<file path="config.mk">
export PLATFORM = sky130hd
export DESIGN_NAME = crmc_top
export DESIGN_NICKNAME = d
export VERILOG_FILES = /design/src/crmc_pkg.sv /design/src/crmc_driver_guard.sv /design/src/crmc_top.sv
export SDC_FILE = /design/constraint.sdc
export NUM_CORES = 1
export LEC_CHECK = 0
export BUFFER_PORTS_ARGS = -buffer_cell sky130_fd_sc_hd__buf_2
export CAP_MARGIN = 30
export CORE_ASPECT_RATIO = 1.5
export CORE_UTILIZATION = 49
export CTS_BUF_LIST = sky130_fd_sc_hd__clkbuf_4 sky130_fd_sc_hd__clkbuf_8 sky130_fd_sc_hd__clkbuf_16
export DETAILED_ROUTE_END_ITERATION = 16
export HOLD_SLACK_MARGIN = 0.02
export PLACE_DENSITY = 0.72
export SYNTH_ARGS = -nofsm -noshare
export SYNTH_HDL_FRONTEND = slang
export SYNTH_HIERARCHICAL = 1
export SYNTH_SLANG_ARGS = --single-unit
export TNS_END_PERCENT = 5
</file>
<file path="constraint.sdc">
create_clock -name clk -period 1.4 [get_ports clk]
set_input_delay 0 -clock clk [delete_from_list [all_inputs] [get_ports clk]]
set_output_delay 0 -clock clk [all_outputs]
set_load 0.02 [all_outputs]
</file>
<file path="src/crmc_pkg.sv">
// crmc_pkg: register offsets, field positions and reset values for the codec routing mode block
// assumes an 8-bit register port with page select supplied by the surrounding control logic
package crmc_pkg;
  localparam logic [6:0] crmc_off_headset   = 7'h0d;
  localparam logic [6:0] crmc_off_dac_power = 7'h25;
  localparam logic [6:0] crmc_off_short     = 7'h26;
  localparam logic [6:0] crmc_off_debug     = 7'h6b;
  localparam logic [6:0] crmc_off_bypass    = 7'h6c;
  localparam logic [6:0] crmc_coef_first    = 7'h01;
  localparam logic [6:0] crmc_coef_last     = 7'h34;
  localparam int crmc_coef_count            = 52;
  localparam int crmc_bit_byp_l1            = 0;
  localparam int crmc_bit_byp_l2            = 2;
  localparam int crmc_bit_byp_r1            = 4;
  localparam int crmc_bit_byp_r2            = 6;
  localparam int crmc_bit_dac_r             = 6;
  localparam int crmc_bit_dac_l             = 7;
  localparam int crmc_bit_sc_en             = 1;
  localparam int crmc_bit_sc_pd             = 2;
  localparam int crmc_bit_rec_req           = 3;
  localparam int crmc_bit_err_dis           = 2;
  localparam int crmc_bit_err_stat          = 0;
  localparam int crmc_bit_sc_left           = 7;
  localparam int crmc_bit_sc_right          = 6;
  localparam int crmc_hs_lsb                = 5;
  localparam logic [7:0] crmc_zero_byte     = 8'h00;
  localparam logic [1:0] crmc_hs_none       = 2'h0;
  localparam logic [1:0] crmc_hs_stereo     = 2'h2;
  localparam logic [1:0] crmc_hs_mono       = 2'h1;
  localparam logic [1:0] crmc_hs_headset    = 2'h3;
  localparam int crmc_off_sc_status         = 95;
endpackage

</file>
<file path="src/crmc_driver_guard.sv">
// crmc_driver_guard: short-circuit latch for one high-power driver
// assumes short_seen is synchronous to clk
`timescale 1ns/1ns
`default_nettype none
module crmc_driver_guard (
  input  wire logic clk,
  input  wire logic rst,
  input  wire logic driver_on,
  input  wire logic short_seen,
  input  wire logic sc_enable,
  input  wire logic sc_power_down,
  output logic      in_protection,
  output logic      forced_off
);
  logic seen_off;
  wire  trip     = sc_enable & sc_power_down & short_seen & driver_on;
  always_ff @(posedge clk or posedge rst) begin
    if (rst) begin
      forced_off    <= 1'b0;
      seen_off      <= 1'b0;
      in_protection <= 1'b0;
    end else begin
      in_protection <= (sc_enable & short_seen & driver_on) | forced_off | trip;
      if (trip) begin
        forced_off <= 1'b1;
        seen_off   <= 1'b0;
      end else if (forced_off && !driver_on) begin
        seen_off <= 1'b1;
      end else if (forced_off && seen_off && driver_on) begin
        forced_off <= 1'b0;
        seen_off   <= 1'b0;
      end
    end
  end
endmodule
`default_nettype wire

</file>
<file path="src/crmc_top.sv">
// crmc_top: page-zero routing, bypass switch and record-only mode registers of the codec
// assumes a synchronous byte register port and that page selection is done outside
// Behaviour
// detected headset type readable in headset status register
// ac-coupled wiring need not separate mono from stereo headphone
// host enables short detect with power-down for differential jack sensing
// bypass bit 0 closes left first switch, opens left default switch
// bypass bit 2 closes left second switch, opens left default switch
// bypass bit 4 closes right first switch, opens right default switch
// bypass bit 6 closes right second switch, opens right default switch
// host avoids two bypass bits for one line output
// second line inputs route to output with all converters down
// host powers down both dacs first for record-only
// debug register bit 3 requests adc data through filter path
// filter path active only while both dacs are off
// record mode closes four data switches, feeds adc samples to filters
// record mode filters use page one playback coefficient locations
// filters support high, low, band pass and notch by coefficients
// short-circuit protection state readable in status register
// driver off on short stays off until commanded off then on
// filter request bit keeps its value while a dac is on
`timescale 1ns/1ns
`default_nettype none
module crmc_top
  import crmc_pkg::*;
(
  input  wire logic       clk,
  input  wire logic       rst,
  input  wire logic       reg_write,
  input  wire logic       reg_read,
  input  wire logic [6:0] reg_addr,
  input  wire logic [7:0] reg_wdata,
  input  wire logic [1:0] headset_type,
  input  wire logic       ac_coupled_mode,
  input  wire logic       left_short_seen,
  input  wire logic       right_short_seen,
  input  wire logic       bus_error_seen,
  output logic [7:0]      reg_rdata,
  output logic            left_default_switch,
  output logic            left_first_bypass_switch,
  output logic            left_second_bypass_switch,
  output logic            right_default_switch,
  output logic            right_first_bypass_switch,
  output logic            right_second_bypass_switch,
  output logic            record_path_switch_one,
  output logic            record_path_switch_two,
  output logic            record_path_switch_three,
  output logic            record_path_switch_four,
  output logic            filter_source_adc,
  output logic            left_dac_power,
  output logic            right_dac_power,
  output logic            left_driver_power,
  output logic            right_driver_power,
  output logic            short_status_left,
  output logic            short_status_right
);
  import crmc_pkg::*;

  logic [7:0] dac_power_control;
  logic [7:0] short_circuit_control;
  logic [7:0] bus_debug_and_record_path;
  logic [7:0] passive_bypass_switches;
  logic [1:0] detected_type;
  logic       bus_error_flag;
  logic       left_prot;
  logic       right_prot;
  logic       left_forced;
  logic       right_forced;

  wire wr_dac    = reg_write & (reg_addr == crmc_off_dac_power);
  wire wr_short  = reg_write & (reg_addr == crmc_off_short);
  wire wr_debug  = reg_write & (reg_addr == crmc_off_debug);
  wire wr_bypass = reg_write & (reg_addr == crmc_off_bypass);
  wire rd_debug  = reg_read & (reg_addr == crmc_off_debug);

  wire dac_l_on = dac_power_control[crmc_bit_dac_l];
  wire dac_r_on = dac_power_control[crmc_bit_dac_r];
  wire both_dacs_off = ~dac_l_on & ~dac_r_on;
  wire next_record_mode =
    bus_debug_and_record_path[crmc_bit_rec_req] & both_dacs_off;

  wire byp_l1 = passive_bypass_switches[crmc_bit_byp_l1];
  wire byp_l2 = passive_bypass_switches[crmc_bit_byp_l2];
  wire byp_r1 = passive_bypass_switches[crmc_bit_byp_r1];
  wire byp_r2 = passive_bypass_switches[crmc_bit_byp_r2];

  wire sc_en = short_circuit_control[crmc_bit_sc_en];
  wire sc_pd = short_circuit_control[crmc_bit_sc_pd];

  // mono and stereo both read as stereo when the drivers are ac-coupled
  wire [1:0] next_type = (ac_coupled_mode && headset_type == crmc_hs_mono)
                         ? crmc_hs_stereo : headset_type;

  wire [7:0] headset_byte = {1'b0, detected_type, 5'h0_0};
  wire [7:0] sc_byte = {left_prot, right_prot, 6'h0_0};
  wire [7:0] debug_byte = {bus_debug_and_record_path[7:1], bus_error_flag};
  wire [6:0] sc_stat_addr = 7'(crmc_off_sc_status);

  wire [7:0] next_rdata =
    (reg_addr == crmc_off_headset)   ? headset_byte :
    (reg_addr == crmc_off_dac_power) ? dac_power_control :
    (reg_addr == crmc_off_short)     ? short_circuit_control :
    (reg_addr == crmc_off_debug)     ? debug_byte :
    (reg_addr == crmc_off_bypass)    ? passive_bypass_switches :
    (reg_addr == sc_stat_addr)       ? sc_byte : crmc_zero_byte;

  crmc_driver_guard u_left_guard (
    .clk           (clk),
    .rst           (rst),
    .driver_on     (dac_l_on),
    .short_seen    (left_short_seen),
    .sc_enable     (sc_en),
    .sc_power_down (sc_pd),
    .in_protection (left_prot),
    .forced_off    (left_forced)
  );

  crmc_driver_guard u_right_guard (
    .clk           (clk),
    .rst           (rst),
    .driver_on     (dac_r_on),
    .short_seen    (right_short_seen),
    .sc_enable     (sc_en),
    .sc_power_down (sc_pd),
    .in_protection (right_prot),
    .forced_off    (right_forced)
  );

  // register writes
  always_ff @(posedge clk or posedge rst) begin
    if (rst) begin
      dac_power_control         <= crmc_zero_byte;
      short_circuit_control     <= crmc_zero_byte;
      bus_debug_and_record_path <= crmc_zero_byte;
      passive_bypass_switches   <= crmc_zero_byte;
    end else begin
      if (wr_dac) begin
        dac_power_control <= reg_wdata;
      end
      if (wr_short) begin
        short_circuit_control <= reg_wdata;
      end
      if (wr_debug) begin
        bus_debug_and_record_path <= {reg_wdata[7:1], 1'b0};
      end
      if (wr_bypass) begin
        passive_bypass_switches <= reg_wdata;
      end
    end
  end

  // status capture; a new bus error wins over the read that clears it
  always_ff @(posedge clk or posedge rst) begin
    if (rst) begin
      detected_type  <= crmc_hs_none;
      bus_error_flag <= 1'b0;
    end else begin
      detected_type <= next_type;
      if (bus_error_seen && !bus_debug_and_record_path[crmc_bit_err_dis]) begin
        bus_error_flag <= 1'b1;
      end else if (rd_debug) begin
        bus_error_flag <= 1'b0;
      end
    end
  end

  // registered outputs
  always_ff @(posedge clk or posedge rst) begin
    if (rst) begin
      reg_rdata                  <= crmc_zero_byte;
      left_default_switch        <= 1'b1;
      left_first_bypass_switch   <= 1'b0;
      left_second_bypass_switch  <= 1'b0;
      right_default_switch       <= 1'b1;
      right_first_bypass_switch  <= 1'b0;
      right_second_bypass_switch <= 1'b0;
      record_path_switch_one     <= 1'b0;
      record_path_switch_two     <= 1'b0;
      record_path_switch_three   <= 1'b0;
      record_path_switch_four    <= 1'b0;
      filter_source_adc          <= 1'b0;
      left_dac_power             <= 1'b0;
      right_dac_power            <= 1'b0;
      left_driver_power          <= 1'b0;
      right_driver_power         <= 1'b0;
      short_status_left          <= 1'b0;
      short_status_right         <= 1'b0;
    end else begin
      reg_rdata                  <= next_rdata;
      left_first_bypass_switch   <= byp_l1;
      left_second_bypass_switch  <= byp_l2;
      left_default_switch        <= ~(byp_l1 | byp_l2);
      right_first_bypass_switch  <= byp_r1;
      right_second_bypass_switch <= byp_r2;
      right_default_switch       <= ~(byp_r1 | byp_r2);
      record_path_switch_one     <= next_record_mode;
      record_path_switch_two     <= next_record_mode;
      record_path_switch_three   <= next_record_mode;
      record_path_switch_four    <= next_record_mode;
      filter_source_adc          <= next_record_mode;
      left_dac_power             <= dac_l_on;
      right_dac_power            <= dac_r_on;
      left_driver_power          <= dac_l_on & ~left_forced;
      right_driver_power         <= dac_r_on & ~right_forced;
      short_status_left          <= left_prot;
      short_status_right         <= right_prot;
    end
  end
endmodule
`default_nettype wire

</file>
==> impl_metrics.json <==
{
  "fmax_mhz": 759,
  "cts_root_buf": "clkbuf_8",
  "synth_warnings": 6,
  "rrSetupSlack_ns": 0.10,
  "crit_arrival_ns": 1.54,
  "critPathMaxFanout": 11,
  "critPathLaunchType": "input pin",
  "postRouteAntennaNets": 0,
  "synth_edf_count": 0,
  "rsz0062_at_grt": "no",
  "n_fill_cell": 384,
  "post-dp-hpwl_um": 4110,
  "drive_gt1_frac": 0.386,
  "grt-ovfl-total": 0,
  "drtIter0Drc": 172,
  "critPathKind": "in -> reg",
  "syn_nets": 232,
  "synthCells": 207,
  "antenna_cells": 0,
  "cts_max_level": 3,
  "power.switching_mw": 0.968,
  "die-area_um2": 5730,
  "peakVddDrop_mv": 0.696,
  "dieHeight_um": 92.2,
  "end_kind": "register",
  "final_cell_mix": "59 x dfrtp_1, 49 x buf_2, 19 x mux2_1",
  "synthFlopType": "dfrtp_1",
  "ios": 50,
  "wl_um": 5860,
  "setup_tns_ns": 0,
  "grtUsageTotal": 0.228,
  "reg2reg_to": "bus_error_flag$_DFFE_PP0P_",
  "holdPathStages": 2,
  "holdWs_ns": 0.0548,
  "place.gp.congestion": 0.796,
  "die_w_um": 62.2,
  "relSlewSlack": 0.721,
  "drt_pass1_iterations": 4,
  "clk_latency_ns": 0.34,
  "core_um2": 5160,
  "cell_internal_pwr_mw": 2.89,
  "ys_seq_area_frac": 0.575,
  "grt_max_degree": 54,
  "final_common_cell": "dfrtp_1",
  "crit_family": "buffers and inverters",
  "finalInstanceArea_um2": 3430,
  "antenna_found_initial": 0,
  "hold_path_end": "reg_rdata[7]$_DFF_PP0_",
  "clock-sinks": 61,
  "required_ns": 1.63,
  "finalCritPeriodShare": 0.941,
  "hold_class": "in -> reg",
  "post_cts_buffers": 0,
  "path_buf_inv": 3,
  "synth_cell_types": 46,
  "reg2reg_depth": 3,
  "p_per_area_nw_per_um2": 1120,
  "path_clk_slew_ns": 0.07,
  "setup_viol": 0,
  "vias": 1908,
  "tritoncts": "done",
  "async_flop_share": 1.00,
  "finalNetCount": 313,
  "rows": 32,
  "p_sw_frac": 0.251,
  "cts-buffers-inserted": 9,
  "min-delay-start": "reg_addr[1]",
  "critical-path-slowest-cell": "dlygate4sd3_1",
  "reg2reg_from": "bus_debug_and_record_path[2]$_DFFE_PP0P_",
  "p_clk_frac": 0.383,
  "start_util": 0.515,
  "max_stage_delay_ns": 0.55,
  "drc": 0,
  "dp_cells": 328,
  "worst_slew_pin_slew_ns": 0.418,
  "final_util": 0.664,
  "layout.cells.non_filler": 361,
  "path_cells": "buf_2, nand3_1, nor2_2, buf_4, nand2_1, a22o_1, dlygate4sd3_1",
  "skew_ns": 0.00954,
  "multi_input_area_um2": 1060,
  "synth_area_per_cell_um2": 12.9,
  "routedWlPerCell_um": 16.2,
  "p_seq_frac": 0.506,
  "syn2layout_area_growth_pct": 29.0,
  "cap_viol_max_count": 0,
  "viasPerCell": 5.29,
  "combPwrFrac": 0.111,
  "io_buffers": 49,
  "finalHoldViolations": 0,
  "grt_pass1_vias": 1973,
  "p_leak_nw": 1.79,
  "cts_max_path_buffers": 2,
  "ys_seq_elements": 61,
  "status": "finished, final reports clean",
  "regArea_um2": 1530,
  "place_area_um2": 3060,
  "finalMaxSlewViolations": 0,
  "grt_pass1_wl_um": 9590,
  "syn_area_um2": 2660,
  "final.min_clock_period_ns": 1.32
}
[worst max path at each step]
stage,depth (start not counted),from,slack [ns],end
after floorplan,1,rst,0.06,bus_debug_and_record_path[1]$_DFFE_PP0P_
after global placement,5,reg_addr[0],0.02,reg_rdata[5]$_DFF_PP0_
after detailed placement,5,reg_addr[4],0.04,passive_bypass_switches[5]$_DFFE_PP0P_
after CTS,7,reg_addr[4],0.09,bus_error_flag$_DFFE_PP0P_
after global routing,7,reg_addr[6],0.04,bus_error_flag$_DFFE_PP0P_
final,7,reg_addr[6],0.08,bus_error_flag$_DFFE_PP0P_
[stage by stage]
stage               setup slack, ns  power [mW]
detailed placement           0.0370        2.37
finish                       0.0822        3.86
floorplan                    0.0604        2.21
CTS                          0.0908        3.89
global placement             0.0241        2.36
global route                 0.0375        4.02
[registers in the layout, indices dropped and copies added, names as in the netlist, 2 cells and up]
register                   cells
dac_power_control              8
passive_bypass_switches        8
reg_rdata                      8
short_circuit_control          8
bus_debug_and_record_path      7
detected_type                  2
[power by group through the flow]
stage	sequential [mW]	clock, mW	combinational (mW)
4_1_cts	1.95	1.52	0.425
5_1_grt	1.97	1.59	0.462
3_5_place_dp	1.98	0	0.390
2_1_floorplan	2.01	0	0.205
6_report	1.95	1.48	0.427
3_3_place_gp	1.98	0	0.380
[final cells by class]
| class | count | area share |
|---|---|---|
| clock buffer | 9 | 0.0361 |
| clock inverter | 7 | 0.0193 |
| inverter | 6 | 0.00656 |
| multi-input combinational | 128 | 0.308 |
| sequential | 61 | 0.445 |
| tap | 68 | 0.0248 |
| timing repair buffer | 82 | 0.160 |
[cell usage after synthesis, drive strengths merged, types with 2 or more instances]
| master | count | area share |
|---|---|---|
| dfrtp | 59 | 0.56 |
| mux2 | 31 | 0.14 |
| nand2 | 16 | 0.026 |
| a22oi | 11 | 0.031 |
| nor2 | 9 | 0.016 |
| a21o | 8 | 0.024 |
| buf | 8 | 0.020 |
| o21ai | 8 | 0.015 |
| inv | 6 | 0.0085 |
| clkbuf | 4 | 0.0056 |
| nand3 | 4 | 0.0094 |
| nand2b | 3 | 0.0080 |
| nor2b | 3 | 0.0071 |
| nor3 | 3 | 0.0056 |
| nor4 | 3 | 0.013 |
| a211oi | 2 | 0.0094 |
| a21oi | 2 | 0.0038 |
| a22o | 2 | 0.0066 |
| a31o | 2 | 0.0066 |
| and3 | 2 | 0.0047 |
| and4 | 2 | 0.0085 |
| dfstp | 2 | 0.020 |
| nand4b | 2 | 0.0066 |
| nand4bb | 2 | 0.0085 |
| or3 | 2 | 0.0047 |
[repair_timing]
item                       CTS  global route
hold endpoints to repair    96             0
gates resized for setup      0             1
setup endpoints to repair    0             1
hold buffers                17             0
[routing by layer]
layer | wire [um] | GRT usage | part of all wire
met1 | 2410 | 0.262 | 0.41
met2 | 3050 | 0.387 | 0.52
met3 | 219 | 0.0535 | 0.037
met4 | 180 | 0.126 | 0.031
met5 | 0 | 0 | 0
[cell families (layout without fill, tap and decap cells)]
family / count (synthesis) / count (layout) / share of synthesized area
AO/OA/AOI/OAI: 43 / 43 / 0.121
XOR/XNOR: 1 / 1 / 0.00329
buffers and inverters: 18 / 104 / 0.0339
flip-flops: 61 / 61 / 0.575
multiplexers: 31 / 31 / 0.143
AND/OR/NAND/NOR: 53 / 53 / 0.124
No activity file was read; power rests on OpenSTA's default activity.
